`src/cfg_loader_pkg.sv`:
```
// Functional notes
// Subsystem ID and vendor ID read 0000h until an EEPROM loads them; host writes only take effect after a load.
// After reset the loader probes the EEPROM and loads IDs plus two configuration bytes.
// A bad signature byte aborts the load and the fetched data is discarded.
// After loading, host software reads and writes EEPROM bytes through a device register.
// During transfers the data line changes only while the serial clock is low.
// Data changes while the clock is high happen only for start or stop framing.
// Loader reads use a dummy write of device address and byte address zero, then read.
// Loading starts at byte zero and proceeds with one sequential multi-byte read.
// Exactly seven bytes are fetched from the EEPROM.
// The power management capability reports version 01 in its three low bits.
// The capabilities word advertises D1 support through a read-only one.
// The power-event enable bit is host writable and resets to zero.
// The two low control/status bits hold the host-settable power state.
// The top control/status bit reports power-event status.
// Subsystem IDs are read-only zero without EEPROM, writable and loaded with one.
// An unacknowledged device address means no EEPROM; defaults stay, no retry.
package cfg_loader_pkg;
  localparam int          CLK_HZ        = 125000000;
  localparam int          ROM_BIT_HZ    = 6250000;
  localparam int          TICK_DIV      = CLK_HZ / (4 * ROM_BIT_HZ);
  localparam logic [6:0]  ROM_DEV_ADDR  = 7'h50;
  localparam logic [7:0]  ROM_SIGNATURE = 8'h55;
  localparam logic [2:0]  LOAD_LAST     = 3'h6;
  localparam logic [7:0]  OFS_SUBSYS    = 8'h2c;
  localparam logic [7:0]  OFS_EXP_ROM   = 8'h30;
  localparam logic [7:0]  OFS_RSVD_A    = 8'h34;
  localparam logic [7:0]  OFS_RSVD_B    = 8'h38;
  localparam logic [7:0]  OFS_LAT_GNT   = 8'h3c;
  localparam logic [7:0]  OFS_PM_CAP    = 8'h40;
  localparam logic [7:0]  OFS_PM_CSR    = 8'h44;
  localparam logic [7:0]  OFS_GEN_CFG   = 8'h48;
  localparam logic [7:0]  OFS_ROM_ACC   = 8'h4c;
  localparam logic [31:0] RSVD_A_VALUE  = 32'h01000000;
  localparam logic [15:0] LAT_GNT_VALUE = 16'h1804;
  localparam logic [7:0]  INT_PIN_VALUE = 8'h01;
  localparam logic [15:0] PM_CAP_VALUE  = 16'hfa01;
  localparam logic [15:0] PM_CAP_HEAD   = 16'h0001;
  localparam int          ACC_GO        = 31;
  localparam int          ACC_RD        = 16;
  localparam int          ACC_NACK      = 30;
  localparam int          ACC_LOADED    = 29;
  localparam int          PM_STAT_BIT   = 15;
  localparam int          PM_EN_BIT     = 8;
  typedef enum logic [1:0] {OP_START, OP_STOP, OP_WRITE, OP_READ} rom_op_t;
  typedef struct packed {
    logic        wr;
    logic [7:0]  addr;
    logic [3:0]  be;
    logic [31:0] wdata;
  } cfg_req_t;
endpackage

```
`src/cfg_rom_link.sv`:
```
`timescale 1ns/100ps
`default_nettype none
module cfg_rom_link (
  input  wire logic                    clk,
  input  wire logic                    rst_b,
  input  wire logic                    go,
  input  wire cfg_loader_pkg::rom_op_t op,
  input  wire logic [7:0]              wdata,
  input  wire logic                    ack_bit,
  output logic                         busy,
  output logic                         done,
  output logic [7:0]                   rdata,
  output logic                         nack,
  output logic                         scl,
  output logic                         sda_oe,
  input  wire logic                    sda_in
);
  import cfg_loader_pkg::*;
  logic [8:0] tdiv;
  logic       tick;
  logic [1:0] ph;
  logic [3:0] bitn;
  logic [8:0] sh;
  rom_op_t    op_q;
  logic       sda_m;
  logic       sda_s;

  always_ff @(posedge clk or negedge rst_b) begin
    if (!rst_b) begin
      sda_m <= 1'b1;
      sda_s <= 1'b1;
    end else begin
      sda_m <= sda_in;
      sda_s <= sda_m;
    end
  end

  assign tick = (tdiv == 9'(TICK_DIV - 1));
  always_ff @(posedge clk or negedge rst_b) begin
    if (!rst_b) begin
      tdiv <= '0;
    end else begin
      tdiv <= tick ? 9'h000 : tdiv + 9'h001;
    end
  end

  // Each bit spans four quarter-bit phases; bits change data only in phase 0 with the clock low.
  always_ff @(posedge clk or negedge rst_b) begin
    if (!rst_b) begin
      busy   <= 1'b0;
      done   <= 1'b0;
      ph     <= 2'h0;
      bitn   <= 4'h0;
      sh     <= 9'h1ff;
      op_q   <= OP_START;
      scl    <= 1'b1;
      sda_oe <= 1'b0;
      rdata  <= 8'h00;
      nack   <= 1'b0;
    end else begin
      done <= 1'b0;
      if (!busy && go) begin
        busy <= 1'b1;
        op_q <= op;
        ph   <= 2'h0;
        bitn <= 4'h0;
        sh   <= (op == OP_READ) ? {8'hff, ack_bit} : {wdata, 1'b1};
      end else if (busy && tick) begin
        ph <= ph + 2'h1;
        unique case (op_q)
          OP_START: begin
            scl    <= (ph == 2'h1) || (ph == 2'h2);
            sda_oe <= ph[1];
          end
          OP_STOP: begin
            scl    <= (ph != 2'h0);
            sda_oe <= !ph[1];
          end
          OP_WRITE, OP_READ: begin
            scl <= (ph == 2'h1) || (ph == 2'h2);
            if (ph == 2'h0) begin
              sda_oe <= !sh[8];
            end
            if (ph == 2'h2) begin
              sh <= {sh[7:0], sda_s};
            end
          end
        endcase
        if (ph == 2'h3) begin
          if (op_q == OP_START || op_q == OP_STOP || bitn == 4'h8) begin
            busy  <= 1'b0;
            done  <= 1'b1;
            rdata <= sh[8:1];
            nack  <= sh[0];
          end else begin
            bitn <= bitn + 4'h1;
          end
        end
      end
    end
  end

  property p_data_low_clock;
    @(posedge clk) disable iff (!rst_b)
      busy && (op_q == OP_WRITE || op_q == OP_READ) && $changed(sda_oe) |-> !scl && !$past(scl);
  endproperty
  a_data_low_clock: assert property (p_data_low_clock) else $error("data moved with clock high");

  property p_framing_only;
    @(posedge clk) disable iff (!rst_b)
      scl && $past(scl) && $changed(sda_oe) |-> (op_q == OP_START || op_q == OP_STOP);
  endproperty
  a_framing_only: assert property (p_framing_only) else $error("unframed data edge under high clock");
endmodule
`default_nettype wire

```
`src/pci_config_eeprom_loader.sv`:
```
`timescale 1ns/100ps
`default_nettype none
module pci_config_eeprom_loader (
  input  wire logic                     clk,
  input  wire logic                     rst_b,
  input  wire logic                     cfg_valid,
  input  wire cfg_loader_pkg::cfg_req_t cfg_req,
  output logic                          cfg_ack,
  output logic [31:0]                   cfg_rdata,
  input  wire logic                     power_event_in,
  output logic                          power_event_request,
  output logic [1:0]                    power_state,
  output logic                          ext_cfg_rom_present,
  output logic [15:0]                   general_config,
  output logic                          cfg_rom_clock_line,
  output logic                          cfg_rom_data_line_oe,
  output logic                          cfg_rom_data_line_out,
  input  wire logic                     cfg_rom_data_line_in
);
  import cfg_loader_pkg::*;

  typedef enum logic [3:0] {
    ST_BOOT, ST_START, ST_DEVW, ST_ADDR, ST_WDATA,
    ST_RSTART, ST_DEVR, ST_READ, ST_STOP, ST_IDLE
  } state_t;

  state_t      state;
  logic        load_mode;
  logic        load_ok;
  logic [2:0]  cnt;
  logic [7:0]  rom_buf [7];
  logic        host_wr;
  logic [7:0]  host_addr;
  logic [7:0]  host_data;
  logic [7:0]  host_rdata;
  logic        host_nack;
  logic        waiting;
  logic        eng_go;
  rom_op_t     eng_op;
  logic [7:0]  eng_wdata;
  logic        eng_ack;
  logic        eng_busy;
  logic        eng_done;
  logic [7:0]  eng_rdata;
  logic        eng_nack;
  logic        commit;
  logic        host_go;
  logic [15:0] subsys_vid;
  logic [15:0] subsys_id;
  logic [7:0]  int_line;
  logic        power_event_enable;
  logic        pme_status;
  logic [31:0] next_rdata;
  logic        wr_hit;

  cfg_rom_link i_cfg_rom_link (
    .clk     (clk),
    .rst_b   (rst_b),
    .go      (eng_go),
    .op      (eng_op),
    .wdata   (eng_wdata),
    .ack_bit (eng_ack),
    .busy    (eng_busy),
    .done    (eng_done),
    .rdata   (eng_rdata),
    .nack    (eng_nack),
    .scl     (cfg_rom_clock_line),
    .sda_oe  (cfg_rom_data_line_oe),
    .sda_in  (cfg_rom_data_line_in)
  );

  assign cfg_rom_data_line_out = 1'b0;
  assign wr_hit  = cfg_valid && cfg_req.wr;
  assign host_go = wr_hit && (cfg_req.addr == OFS_ROM_ACC) && cfg_req.wdata[ACC_GO] && (state == ST_IDLE);
  assign commit  = eng_done && (state == ST_STOP) && load_mode && load_ok;

  always_comb begin
    eng_op    = OP_START;
    eng_wdata = 8'h00;
    unique case (state)
      ST_DEVW: begin
        eng_op    = OP_WRITE;
        eng_wdata = {ROM_DEV_ADDR, 1'b0};
      end
      ST_ADDR: begin
        eng_op    = OP_WRITE;
        eng_wdata = load_mode ? 8'h00 : host_addr;
      end
      ST_WDATA: begin
        eng_op    = OP_WRITE;
        eng_wdata = host_data;
      end
      ST_DEVR: begin
        eng_op    = OP_WRITE;
        eng_wdata = {ROM_DEV_ADDR, 1'b1};
      end
      ST_READ:  eng_op = OP_READ;
      ST_STOP:  eng_op = OP_STOP;
      ST_BOOT, ST_START, ST_RSTART, ST_IDLE: eng_op = OP_START;
    endcase
  end

  // The last loader byte is answered with no-acknowledge so the EEPROM frees the line.
  assign eng_ack = load_mode ? (cnt == LOAD_LAST) : 1'b1;
  assign eng_go  = (state != ST_BOOT) && (state != ST_IDLE) && !eng_busy && !waiting;

  always_ff @(posedge clk or negedge rst_b) begin
    if (!rst_b) begin
      waiting <= 1'b0;
    end else if (eng_go) begin
      waiting <= 1'b1;
    end else if (eng_done) begin
      waiting <= 1'b0;
    end
  end

  always_ff @(posedge clk or negedge rst_b) begin
    if (!rst_b) begin
      state     <= ST_BOOT;
      load_mode <= 1'b1;
      load_ok   <= 1'b0;
      cnt       <= 3'h0;
    end else begin
      unique case (state)
        ST_BOOT: state <= ST_START;
        ST_IDLE: if (host_go) state <= ST_START;
        default: if (eng_done) begin
          unique case (state)
            ST_START:  state <= ST_DEVW;
            ST_DEVW:   state <= eng_nack ? ST_STOP : ST_ADDR;
            ST_ADDR:   state <= (!load_mode && host_wr) ? ST_WDATA : ST_RSTART;
            ST_WDATA:  state <= ST_STOP;
            ST_RSTART: state <= ST_DEVR;
            ST_DEVR:   state <= eng_nack ? ST_STOP : ST_READ;
            ST_READ: begin
              if (!load_mode) begin
                state <= ST_STOP;
              end else if (cnt == 3'h0 && eng_rdata != ROM_SIGNATURE) begin
                state <= ST_STOP;
              end else if (cnt == LOAD_LAST) begin
                state   <= ST_STOP;
                load_ok <= 1'b1;
              end else begin
                cnt <= cnt + 3'h1;
              end
            end
            default: begin
              state     <= ST_IDLE;
              load_mode <= 1'b0;
            end
          endcase
        end
      endcase
    end
  end

  always_ff @(posedge clk) begin
    if (eng_done && state == ST_READ && load_mode) begin
      rom_buf[cnt] <= eng_rdata;
    end
  end

  always_ff @(posedge clk or negedge rst_b) begin
    if (!rst_b) begin
      host_wr    <= 1'b0;
      host_addr  <= 8'h00;
      host_data  <= 8'h00;
      host_rdata <= 8'h00;
      host_nack  <= 1'b0;
    end else begin
      if (host_go) begin
        host_wr   <= !cfg_req.wdata[ACC_RD];
        host_addr <= cfg_req.wdata[15:8];
        host_data <= cfg_req.wdata[7:0];
        host_nack <= 1'b0;
      end
      if (eng_done && !load_mode && eng_nack && (state == ST_DEVW || state == ST_DEVR)) begin
        host_nack <= 1'b1;
      end
      if (eng_done && !load_mode && state == ST_READ) begin
        host_rdata <= eng_rdata;
      end
    end
  end

  always_ff @(posedge clk or negedge rst_b) begin
    if (!rst_b) begin
      ext_cfg_rom_present <= 1'b0;
      subsys_vid          <= 16'h0000;
      subsys_id           <= 16'h0000;
      general_config      <= 16'h0000;
    end else if (commit) begin
      ext_cfg_rom_present <= 1'b1;
      general_config      <= {rom_buf[2], rom_buf[1]};
      subsys_vid          <= {rom_buf[4], rom_buf[3]};
      subsys_id           <= {rom_buf[6], rom_buf[5]};
    end else if (wr_hit && cfg_req.addr == OFS_SUBSYS && ext_cfg_rom_present) begin
      if (cfg_req.be[0]) subsys_vid[7:0]  <= cfg_req.wdata[7:0];
      if (cfg_req.be[1]) subsys_vid[15:8] <= cfg_req.wdata[15:8];
      if (cfg_req.be[2]) subsys_id[7:0]   <= cfg_req.wdata[23:16];
      if (cfg_req.be[3]) subsys_id[15:8]  <= cfg_req.wdata[31:24];
    end
  end

  always_ff @(posedge clk or negedge rst_b) begin
    if (!rst_b) begin
      int_line    <= 8'h00;
      power_event_enable      <= 1'b0;
      power_state <= 2'h0;
    end else if (wr_hit) begin
      if (cfg_req.addr == OFS_LAT_GNT && cfg_req.be[0]) int_line <= cfg_req.wdata[7:0];
      if (cfg_req.addr == OFS_PM_CSR && cfg_req.be[1]) power_event_enable <= cfg_req.wdata[PM_EN_BIT];
      if (cfg_req.addr == OFS_PM_CSR && cfg_req.be[0]) power_state <= cfg_req.wdata[1:0];
    end
  end

  // A new power event in the cycle of a write-one clear keeps the status set.
  always_ff @(posedge clk or negedge rst_b) begin
    if (!rst_b) begin
      pme_status <= 1'b0;
    end else if (power_event_in) begin
      pme_status <= 1'b1;
    end else if (wr_hit && cfg_req.addr == OFS_PM_CSR && cfg_req.be[1] && cfg_req.wdata[PM_STAT_BIT]) begin
      pme_status <= 1'b0;
    end
  end

  always_ff @(posedge clk or negedge rst_b) begin
    if (!rst_b) begin
      power_event_request <= 1'b0;
    end else begin
      power_event_request <= pme_status && power_event_enable;
    end
  end

  always_comb begin
    next_rdata = 32'h00000000;
    unique case (cfg_req.addr)
      OFS_SUBSYS:  next_rdata = {subsys_id, subsys_vid};
      OFS_EXP_ROM: next_rdata = 32'h00000000;
      OFS_RSVD_A:  next_rdata = RSVD_A_VALUE;
      OFS_RSVD_B:  next_rdata = 32'h00000000;
      OFS_LAT_GNT: next_rdata = {LAT_GNT_VALUE, INT_PIN_VALUE, int_line};
      OFS_PM_CAP:  next_rdata = {PM_CAP_VALUE, PM_CAP_HEAD};
      OFS_PM_CSR:  next_rdata = {16'h0000, pme_status, 6'h00, power_event_enable, 6'h00, power_state};
      OFS_GEN_CFG: next_rdata = {16'h0000, general_config};
      OFS_ROM_ACC: next_rdata = {(state != ST_IDLE), host_nack, !load_mode, 21'h000000, host_rdata};
      default:     next_rdata = 32'h00000000;
    endcase
  end

  always_ff @(posedge clk or negedge rst_b) begin
    if (!rst_b) begin
      cfg_ack   <= 1'b0;
      cfg_rdata <= 32'h00000000;
    end else begin
      cfg_ack   <= cfg_valid;
      cfg_rdata <= (cfg_valid && !cfg_req.wr) ? next_rdata : 32'h00000000;
    end
  end

  property p_ids_zero;
    @(posedge clk) disable iff (!rst_b)
      cfg_valid && !cfg_req.wr && cfg_req.addr == OFS_SUBSYS && !ext_cfg_rom_present |=> cfg_rdata == 32'h0;
  endproperty
  a_ids_zero: assert property (p_ids_zero) else $error("subsystem ids nonzero without eeprom");

  property p_boot_probe;
    @(posedge clk) disable iff (!rst_b)
      state == ST_BOOT |=> state == ST_START && eng_go;
  endproperty
  a_boot_probe: assert property (p_boot_probe) else $error("probe did not start after reset");

  property p_bad_sig;
    @(posedge clk) disable iff (!rst_b)
      eng_done && state == ST_READ && load_mode && cnt == 3'h0 && eng_rdata != ROM_SIGNATURE
      |=> state == ST_STOP && !load_ok;
  endproperty
  a_bad_sig: assert property (p_bad_sig) else $error("bad signature not aborted");

  property p_host_go;
    @(posedge clk) disable iff (!rst_b)
      host_go |=> state == ST_START && !load_mode;
  endproperty
  a_host_go: assert property (p_host_go) else $error("host eeprom access not started");

  property p_addr_zero;
    @(posedge clk) disable iff (!rst_b)
      eng_go && load_mode && state == ST_ADDR |-> eng_wdata == 8'h00 && eng_op == OP_WRITE;
  endproperty
  a_addr_zero: assert property (p_addr_zero) else $error("load byte address not zero");

  property p_seq_read;
    @(posedge clk) disable iff (!rst_b)
      eng_done && state == ST_READ && load_mode && cnt != LOAD_LAST && load_ok == 1'b0 && !(cnt == 3'h0
      && eng_rdata != ROM_SIGNATURE) |=> state == ST_READ && cnt == $past(cnt) + 3'h1;
  endproperty
  a_seq_read: assert property (p_seq_read) else $error("sequential read did not advance");

  property p_seven;
    @(posedge clk) disable iff (!rst_b)
      eng_go && load_mode && state == ST_READ |-> eng_ack == (cnt == LOAD_LAST);
  endproperty
  a_seven: assert property (p_seven) else $error("wrong last byte acknowledge");

  property p_pm_cap;
    @(posedge clk) disable iff (!rst_b)
      cfg_valid && !cfg_req.wr && cfg_req.addr == OFS_PM_CAP |=> cfg_rdata[18:16] == 3'h1 && cfg_rdata[25];
  endproperty
  a_pm_cap: assert property (p_pm_cap) else $error("pm capability version or d1 wrong");

  property p_power_event_enable;
    @(posedge clk) disable iff (!rst_b)
      wr_hit && cfg_req.addr == OFS_PM_CSR && cfg_req.be[1] |=> power_event_enable == $past(cfg_req.wdata[PM_EN_BIT]);
  endproperty
  a_power_event_enable: assert property (p_power_event_enable) else $error("power event enable not written");

  property p_pstate;
    @(posedge clk) disable iff (!rst_b)
      wr_hit && cfg_req.addr == OFS_PM_CSR && cfg_req.be[0] |=> ##1 power_state == $past(cfg_req.wdata[1:0], 2);
  endproperty
  a_pstate: assert property (p_pstate) else $error("power state not written");

  property p_pme_stat;
    @(posedge clk) disable iff (!rst_b)
      power_event_in |=> pme_status ##1 (power_event_request == $past(power_event_enable));
  endproperty
  a_pme_stat: assert property (p_pme_stat) else $error("power event status lost");

  property p_absent;
    @(posedge clk) disable iff (!rst_b)
      eng_done && load_mode && state == ST_DEVW && eng_nack |=> state == ST_STOP && !ext_cfg_rom_present;
  endproperty
  a_absent: assert property (p_absent) else $error("absent eeprom not handled");

  property p_commit;
    @(posedge clk) disable iff (!rst_b)
      commit |=> ext_cfg_rom_present && subsys_id == {rom_buf[6], rom_buf[5]};
  endproperty
  a_commit: assert property (p_commit) else $error("loaded ids not committed");

  c_loaded: cover property (@(posedge clk) disable iff (!rst_b) commit);
  c_absent: cover property (@(posedge clk) disable iff (!rst_b) eng_done && load_mode && eng_nack);
  c_host_rd: cover property (@(posedge clk) disable iff (!rst_b) eng_done && !load_mode && state == ST_READ);
  c_host_wr: cover property (@(posedge clk) disable iff (!rst_b) eng_done && state == ST_WDATA);
endmodule
`default_nettype wire

```
`config.mk`:
```
export PLATFORM = sky130hd
export DESIGN_NAME = pci_config_eeprom_loader
export DESIGN_NICKNAME = d
export VERILOG_FILES = /design/src/cfg_loader_pkg.sv /design/src/cfg_rom_link.sv /design/src/pci_config_eeprom_loader.sv
export SDC_FILE = /design/constraint.sdc
export NUM_CORES = 1
export LEC_CHECK = 0
export CORE_MARGIN = 1.5
export CORE_UTILIZATION = 34
export CTS_CLUSTER_SIZE = 10
export DETAILED_ROUTE_END_ITERATION = 12
export DONT_BUFFER_PORTS = 1
export PLACE_DENSITY = 0.48
export REMOVE_ABC_BUFFERS = 1
export SKIP_CTS_REPAIR_TIMING = 1
export SLEW_MARGIN = 15
export SYNTH_ARGS = -nofsm -noshare
export SYNTH_HDL_FRONTEND = slang
export SYNTH_SLANG_ARGS = --single-unit
```
`constraint.sdc`:
```
create_clock -name clk -period 1.85 [get_ports clk]
set_input_delay 0.4625 -clock clk [delete_from_list [all_inputs] [get_ports clk]]
set_output_delay 0.4625 -clock clk [all_outputs]
set_load 0.01 [all_outputs]
```
==> run_results.csv, run 1 <==
group,metric,value,unit
min_path,hold_path_class,"in2async",
setup_path,reg2reg_to,"i_cfg_rom_link.rdata[0]$_DFFE_PN0P_",
setup_path,crit_start,"i_cfg_rom_link.tdiv[8]$_DFF_PN0_",
power_and_ir_drop,leakagePower,4.708,nW
clock_tree,cts.htree.levels,1,
clock_tree,clock-sinks,220,
global_routing,antenna_found_initial,0,
setup_path,r2r_start,"i_cfg_rom_link.tdiv[8]$_DFF_PN0_",
setup_path,worst_ep_arrival_time,2.39,ns
clock_tree,clockRootBuffer,"clkbuf_16",
logic_synthesis,avgSynthCellArea,12.65,um2
setup_path,regToRegSetupSlack,-0.12,ns
logic_synthesis,synth.distinct_cells,65,
logic_synthesis,yosysMostFrequentCell,"dfrtp_1",
die,core_area,26880,um2
final_layout,multi_input_area,3354,um2
place,place.detailed.hpwl,16.48,mm
global_routing,track_usage,16.76,%
timing,fin_ws,-0.1155,ns
clock_tree,clk_pin_slew_worst_paths,0.06,ns
clock_tree,cts_made_buffers,27,
die,io_pins,106,
die,start_util,34.55,%
logic_synthesis,synthAdderAreaFrac,1.348,%
logic_synthesis,ys_ff_latch,220,
die,num_rows,60,
clock_tree,cts_tree,"built",
drt,drt_pass1_iterations,5,
logic_synthesis,synth_mux_area_share,11.14,%
global_routing,grt_pass1_vias,6175,
setup_path,crit_path_end_kind,"flop",
logic_synthesis,ys.flop_type,"dfrtp_1",
logic_synthesis,synth-simple-area-share,11.27,%
timing,period_needed,1.966,ns
timing,fin_crit_sh,106.2,%
drt,initialDrtViolationCount,352,
drt,routed_via_density,5.242,
logic_synthesis,yosys_warnings,0,
logic_synthesis,syn_inst,734,
timing,skew,0.01426,ns
logic_synthesis,synth-compound-area-share,10.12,%
logic_synthesis,synth_edf_count,48,
timing,setup_viol,21,
power_and_ir_drop,power_density,890.7,nW/um2
die,die_w,168.3,um
timing,whs,-0.3774,ns
drt,ant_nets,0,
setup_path,critical_path_peak_fanout,11,
global_routing,grt_pass1_wl,36.67,mm
final_layout,fillers,2517,
drt,wl_per_cell,20.48,um
flow_run,max-cap-violations,0,
final_layout,regArea,5763,um2
place,port_buffers,0,
drt,routed_wl,23.91,mm
power_and_ir_drop,power,0.009956,W
setup_path,critPathLaunchType,"flop",
logic_synthesis,synthTopCellsByCount,"dfrtp_1, nor2_1, a21oi_1",
timing,fin_tns_setup,-1.589,ns
drt,vias,6117,
status,violations,"negative hold slack, negative setup slack",
setup_path,required,2.27,ns
global_routing,grt_overflow_total,0,
timing,clock.fmax,508.8,MHz
final_layout,layout-drive-gt1-share,25.79,%
logic_synthesis,synth_top_family_by_area,"simple AND/OR/NAND/NOR gates",
die,die-area,28310,um2
timing,hold_viol_final,172,
timing,maxSlewViolCount,0,
status,status,"finished with violations",
setup_path,worstRegToRegCells,6,
setup_path,worstSetupPathType,"reg2reg",
drt,drcViolationCount,0,
place,routabilityCongestion,0.8601,
logic_synthesis,ys_seq_area_share,62.05,%
clock_tree,insertion_delay,0.54,ns
final_layout,antenna_cells,0,
clock_tree,clock_path_buffers,3,
global_routing,grt_max_degree,173,
die,die_height,168.3,um
logic_synthesis,async_flop_share,78.18,%
logic_synthesis,synth_area_leaders,"dfrtp_1, edfxtp_1, mux2_2",
logic_synthesis,synth_xor_area_share,1.226,%
logic_synthesis,synth_top_cell_by_area,"dfrtp_1",
power_and_ir_drop,ir_worst_vdd,0.0004853,V
logic_synthesis,synth_top_area_share,42.85,%
final_layout,area_delta_synth_final,20.37,%
final_layout,fin_nets,865,
timing,rsz0062_at_grt,"true",
logic_synthesis,synth.cell_area,9285,um2
## worst max-delay path by stage
stage | to | slack, ns | cells after the start
after CTS | i_cfg_rom_link.sh[3]$_DFFE_PN1P_ | -0.15 | 6
after detailed placement | i_cfg_rom_link.sh[3]$_DFFE_PN1P_ | -0.14 | 6
final | i_cfg_rom_link.rdata[0]$_DFFE_PN0P_ | -0.12 | 6
after floorplan | subsys_id[0]$_DFFE_PN0P_ | -1.24 | 5
after global routing | i_cfg_rom_link.bitn[3]$_DFFE_PN0P_ | -0.20 | 6
after global placement | i_cfg_rom_link.rdata[0]$_DFFE_PN0P_ | -0.1 | 6
## cell families after synthesis
logic type | after synthesis
other | 1
multiplexers | 93
AO/OA/AOI/OAI | 146
XOR/XNOR | 13
AND/OR/NAND/NOR | 196
flip-flops | 220
buffers and inverters | 55
adder cells (fa/ha/maj) | 10
## registers in the layout (all words and copies together) (netlist names), 2 cells and up
signal,count
rom_buf,48
power_state,2
host_rdata,8
i_cfg_rom_link.rdata,8
host_addr,8
i_cfg_rom_link.sh,9
cnt,3
int_line,8
host_data,8
subsys_id,16
i_cfg_rom_link.bitn,4
cfg_rdata,32
subsys_vid,16
i_cfg_rom_link.ph,2
i_cfg_rom_link.tdiv,9
i_cfg_rom_link.op_q,2
state,4
general_config,16
## power breakdown
group	internal [W]	switching (W)
registers	0.00496	0.00000670
clock network	0.00295	0.00197
logic	0.0000377	0.0000365
## per-layer routing
metal	global-route usage, %	routed length, um	vias to the layer above
met2	27.64	11350	190
li1	-	-	2794
met3	3.597	1445	44
met1	22.05	10470	3089
met4	5.318	647	0
met5	0	0	-
## cells in the final DEF (no fill, tap or decap), types with 15 or more instances in the layout
cell / count
buf_4: 61
clkbuf_1: 17
clkbuf_16: 27
edfxtp_1: 48
a22oi_1: 15
nor2_1: 75
inv_1: 19
o21ai_0: 17
mux2_2: 51
nand2_1: 32
dfrtp_1: 158
a21oi_1: 63
mux2i_1: 34
## critical path, cell delays in order, from the launching register on
cell and delay (ns):
dfrtp_1 0.38, or4_4 0.56, nor3_4 0.21, nand2_2 0.07
a21oi_2 0.15, buf_12 0.16, mux2_2 0.33
## cell type report
class / count / share of cell area [%]
Multi-Input combinational cell: 460 / 30.01
Clock inverter: 4 / 0.5597
Clock buffer: 46 / 6.862
Inverter: 19 / 0.6381
Tap cell: 341 / 3.817
Timing Repair Buffer: 77 / 6.549
Sequential cell: 220 / 51.56
## metrics by stage
step                instances  setup slack, ns  area [um2]  util (%)  hold slack (ns)
floorplan                 698           -1.236        9096         -           0.1669
global placement         1110         -0.09620       10190     37.93           0.1710
detailed placement       1110          -0.1439       10190     37.93           0.1722
CTS                      1160          -0.1495       11020     41.02          -0.4109
global route             1167          -0.2021       11180     41.59          -0.4102
finish                   1167          -0.1155       11180     41.59          -0.3774
(Power assumes the default switching activity.)
==> run 2: changes to the inputs <==
PLACE_DENSITY = not set   (was 0.48)
==> run 2 against run 1 <==
The flow still finishes with violations (negative hold slack, negative setup slack); largest cell class unchanged; cell area up 0.85%; hold slack improved by 0.031 ns; sequential share of layout area decreased by 0.42 points; global-route usage down 0.97 points; first-iteration DRC count is 4.0% higher; worst setup slack better by 0.016 ns; via count decreased by 1.1%.
==> run_results.csv, run 2 (synthesis gave the netlist of run 1 again) <==
group,metric,value,unit
final_layout,layout_common_cells,"dfrtp_1, nor2_1, a21oi_1",
drt,routed_via_density,5.189,
timing,fin_tns_setup,-1.003,ns
global_routing,grt_overflow_total,0,
setup_path,path_delay_family,"simple AND/OR/NAND/NOR gates",
setup_path,critPathLaunchType,"flop",
clock_tree,cts_tree,"built",
place,dp_cells,1106,
power_and_ir_drop,ir_worst_vdd,0.0006226,V
final_layout,fin_cells,1166,
global_routing,track_usage,15.79,%
setup_path,slowest_delay,0.56,ns
drt,initialDrtViolationCount,366,
power_and_ir_drop,power,0.009963,W
setup_path,cp_slowest_cell,"or4_4",
status,status,"finished with violations",
clock_tree,clockRootBuffer,"clkbuf_16",
global_routing,grt_pass1_wl,35.11,mm
final_layout,final_common_cell,"dfrtp_1",
clock_tree,cts.htree.levels,1,
final_layout,reg_top3,"rom_buf: 48 flops, cfg_rdata: 32 flops",
setup_path,reg2reg_to,"i_cfg_rom_link.rdata[6]$_DFFE_PN0P_",
timing,clock.fmax,513.1,MHz
setup_path,critical_path_peak_fanout,5,
setup_path,timing.critical_path.buf_inv,1,
drt,vias,6050,
place,pre_cts_ws,-0.1791,ns
timing,whs,-0.3461,ns
setup_path,worstSetupPathType,"reg2reg",
status,violations,"negative hold slack, negative setup slack",
global_routing,antenna_found_initial,0,
timing,maxSlewViolCount,0,
final_layout,largest_register_ffs,48,
clock_tree,clock-sinks,220,
setup_path,required,2.25,ns
setup_path,regToRegSetupSlack,-0.1,ns
flow_run,max-cap-violations,0,
clock_tree,insertion_delay,0.52,ns
drt,routed_wl,22.34,mm
timing,maxSlewHeadroom,65.80,%
setup_path,crit_path_end_kind,"flop",
timing,fin_ws,-0.09903,ns
die,die_height,168.3,um
setup_path,worstRegToRegCells,6,
setup_path,r2r_start,"i_cfg_rom_link.tdiv[8]$_DFF_PN0_",
final_layout,area_delta_synth_final,21.40,%
timing,period_needed,1.949,ns
global_routing,grt_pass1_vias,6107,
timing,rsz0062_at_grt,"true",
power_and_ir_drop,leakagePower,4.754,nW
clock_tree,clk_pin_slew_worst_paths,0.06,ns
final_layout,fin_nets,864,
final_layout,layout-drive-gt1-share,26.42,%
power_and_ir_drop,power_density,883.8,nW/um2
timing,worst_pin_slew,0.5103,ns
clock_tree,clock_path_buffers,3,
timing,setup_viol,20,
die,die_w,168.3,um
clock_tree,cts_made_buffers,27,
timing,fin_crit_sh,105.4,%
die,num_rows,60,
die,core_area,26880,um2
die,start_util,34.55,%
global_routing,grt_max_degree,173,
place,port_buffers,0,
min_path,hold_path_class,"in2async",
final_layout,antenna_cells,0,
timing,hold_viol_final,172,
setup_path,worst_ep_arrival_time,2.35,ns
die,die-area,28310,um2
final_layout,regMostFlops,"rom_buf",
drt,ant_nets,0,
die,io_pins,106,
place,routabilityCongestion,0.8603,
drt,wl_per_cell,19.16,um
timing,skew,0.01945,ns
place,place.detailed.hpwl,15.38,mm
drt,drcViolationCount,0,
drt,drt_pass1_iterations,5,
setup_path,cp_cell_sequence,"or4_4, nor3_4, nand2_2, a21oi_4, clkbuf_16, mux2_4",
-- run 2: worst max path at each step --
stage | from | endpoint | slack [ns] | cells after the start
finish | i_cfg_rom_link.tdiv[8]$_DFF_PN0_ | i_cfg_rom_link.rdata[6]$_DFFE_PN0P_ | -0.1 | 6
global placement | i_cfg_rom_link.tdiv[5]$_DFF_PN0_ | i_cfg_rom_link.sh[4]$_DFFE_PN1P_ | -0.14 | 6
global route | i_cfg_rom_link.tdiv[8]$_DFF_PN0_ | i_cfg_rom_link.rdata[6]$_DFFE_PN0P_ | -0.17 | 6
floorplan | state[1]$_DFFE_PN0P_ | subsys_id[0]$_DFFE_PN0P_ | -1.24 | 5
CTS | i_cfg_rom_link.tdiv[5]$_DFF_PN0_ | i_cfg_rom_link.sh[5]$_DFFE_PN1P_ | -0.19 | 6
detailed placement | i_cfg_rom_link.tdiv[5]$_DFF_PN0_ | i_cfg_rom_link.sh[2]$_DFFE_PN1P_ | -0.18 | 6
-- run 2: power by group --
part	switching, W	leakage (nW)	internal, W	total, W
clock	0.00192	0.406	0.00301	0.00492
sequential	0.00000734	2.62	0.00496	0.00496
combinational	0.0000363	1.72	0.0000377	0.0000740
-- run 2: routing by layer --
| layer | global-route usage, % | vias up | wire, um |
|---|---|---|---|
| li1 | - | 2800 | - |
| met4 | 4.309 | 0 | 425 |
| met3 | 3.667 | 36 | 1590 |
| met1 | 20.65 | 3015 | 9701 |
| met5 | 0 | - | 0 |
| met2 | 26.29 | 199 | 10620 |
-- run 2: final cells by class --
type	instances	area [um2]
repair buffers	77	795.8
inverters	19	71.32
clock inverters	4	48.80
multi-input cells	459	3378
flip-flops and latches	220	5764
clock buffers	46	787.0
fillers	2463	15600
well taps	341	426.7
-- run 2: through the flow --
| stage | cell area, um2 | utilization, % |
|---|---|---|
| finish | 11270 | 41.94 |
| global route | 11270 | 41.94 |
| CTS | 11030 | 41.02 |
| detailed placement | 10190 | 37.91 |
| global placement | 10190 | 37.91 |
| floorplan | 9096 | - |
==> run 3: changes to the inputs <==
CELL_PAD_IN_SITES_DETAIL_PLACEMENT = 2   (was not set)
CELL_PAD_IN_SITES_GLOBAL_PLACEMENT = 2   (was not set)
PLACE_DENSITY_LB_ADDON = 0.1   (was not set)
==> run 3 against run 2 <==
The flow still finishes with violations (negative hold slack, negative setup slack); cell count grew 1.5%; total power shrank 1.1%; sequential share of layout area shrank 0.25 points; die area is the same; via count grew 3.6%; first-iteration DRC count shrank 34%; core utilization grew 0.21 points; largest power group unchanged.
==> run_results.csv, run 3 (synthesis gave the netlist of run 1 again) <==
group,metric,value,unit
final_layout,largest_register_ffs,48,
final_layout,reg_top3,"rom_buf: 48 flops, cfg_rdata: 32 flops",
setup_path,worst_ep_arrival_time,2.42,ns
drt,routed_wl,27.88,mm
final_layout,layout_common_cells,"dfrtp_1, buf_4, nor2_1",
drt,initialDrtViolationCount,243,
final_layout,regMostFlops,"rom_buf",
place,port_buffers,0,
timing,whs,-0.3641,ns
timing,period_needed,1.978,ns
die,die-area,28310,um2
die,io_pins,106,
final_layout,finalCoreUtilization,42.16,%
min_path,hold_path_class,"in2async",
flow_run,max-cap-violations,0,
setup_path,timing.critical_path.buf_inv,2,
die,die_height,168.3,um
global_routing,antenna_found_initial,1,
clock_tree,insertion_delay,0.53,ns
timing,hold_viol_final,172,
clock_tree,clockRootBuffer,"clkbuf_16",
setup_path,cp_cell_sequence,"or4_4, nor3_4, buf_4, buf_6, and3_4, mux2i_2, o21ai_2",
clock_tree,clock_path_buffers,3,
setup_path,path_delay_family,"simple AND/OR/NAND/NOR gates",
final_layout,fin_nets,882,
clock_tree,cts.htree.levels,1,
die,num_rows,60,
clock_tree,clk_pin_slew_worst_paths,0.06,ns
final_layout,area_delta_synth_final,22.02,%
timing,clock.fmax,505.6,MHz
timing,maxSlewViolCount,0,
power_and_ir_drop,leakagePower,4.786,nW
power_and_ir_drop,power_density,870.0,nW/um2
place,place.detailed.hpwl,19.38,mm
timing,worst_pin_slew,0.6080,ns
drt,ant_nets,0,
setup_path,crit_path_end_kind,"flop",
die,core_area,26880,um2
die,start_util,34.55,%
drt,routed_via_density,5.295,
global_routing,grt_pass1_wl,42.52,mm
status,status,"finished with violations",
clock_tree,clock-sinks,220,
power_and_ir_drop,power,0.009857,W
timing,rsz0062_at_grt,"true",
timing,setup_viol,22,
timing,skew,0.01533,ns
timing,maxSlewHeadroom,58.91,%
timing,fin_ws,-0.1278,ns
setup_path,worstSetupPathType,"reg2reg",
setup_path,cp_slowest_cell,"or4_4",
place,place_area,10230,um2
drt,drt_pass1_iterations,4,
final_layout,fin_cells,1184,
setup_path,required,2.29,ns
drt,vias,6269,
global_routing,grt_max_degree,173,
die,die_w,168.3,um
drt,drcViolationCount,0,
clock_tree,cts_tree,"built",
status,violations,"negative hold slack, negative setup slack",
final_layout,final_area,11330,um2
global_routing,track_usage,19.60,%
global_routing,grt_overflow_total,0,
setup_path,slowest_delay,0.57,ns
place,routabilityCongestion,0.8228,
clock_tree,cts_made_buffers,27,
setup_path,critPathLaunchType,"flop",
place,dp_cells,1116,
timing,fin_crit_sh,106.9,%
final_layout,final_common_cell,"dfrtp_1",
global_routing,grt_pass1_vias,7001,
drt,wl_per_cell,23.55,um
power_and_ir_drop,ir_worst_vdd,0.0005393,V
setup_path,critical_path_peak_fanout,5,
final_layout,layout-drive-gt1-share,28.62,%
run 3: path summary, 6_finish.rpt:
kind                                                  startpoint                                to  slack, ns  cells past startpoint
worst max-delay path            i_cfg_rom_link.tdiv[6]$_DFF_PN0_  i_cfg_rom_link.sh[1]$_DFFE_PN1P_      -0.13                      7
worst min-delay path                                       rst_b         subsys_id[10]$_DFFE_PN0P_      -0.36                      0
worst max register to register  i_cfg_rom_link.tdiv[6]$_DFF_PN0_  i_cfg_rom_link.sh[1]$_DFFE_PN1P_      -0.13                      7
worst min register to register    i_cfg_rom_link.sda_m$_DFF_PN1_    i_cfg_rom_link.sda_s$_DFF_PN1_       0.36                      0
max in group asynchronous                                  rst_b    i_cfg_rom_link.scl$_DFFE_PN1P_       1.86                      0
min in group clk                                  power_event_in            pme_status$_DFFE_PN0P_       0.04                      1
run 3: power breakdown:
| group | switching, W | internal [W] |
|---|---|---|
| registers | 0.00000715 | 0.00496 |
| logic | 0.0000415 | 0.0000392 |
| clock network | 0.00195 | 0.00286 |
run 3: layer usage:
layer  vias to the layer above  GRT usage [%]  share of wire [%]
met4                         0          3.960                1.4
met2                       109          33.07                 49
li1                       2826              -                  -
met1                      3302          26.10                 45
met3                        32          4.137                5.0
met5                         -              0                  0
run 3: worst reg2reg max path: cells and delay by family (launching register included):
family	cells	cell delay, ns
multiplexers	1	0.24
flip-flops	1	0.39
buffers and inverters	2	0.24
AND/OR/NAND/NOR	3	0.97
AO/OA/AOI/OAI	1	0.08
run 3: final cells by class:
cell class | count | area (um2)
fillers | 2725 | 15550
inverters | 19 | 71.32
flip-flops and latches | 220 | 5766
clock inverters | 2 | 8.758
diodes | 1 | 2.502
clock buffers | 47 | 790.8
multi-input cells | 460 | 3402
well taps | 341 | 426.7
repair buffers | 94 | 862.1
run 3: per-stage QoR:
step	setup WS, ns	setup TNS (ns)
2_1_floorplan	-1.236	-99.75
3_3_place_gp	-0.1145	-6.807
3_5_place_dp	-0.2027	-11.79
4_1_cts	-0.2075	-5.322
5_1_grt	-0.2591	-3.841
6_report	-0.1278	-1.792
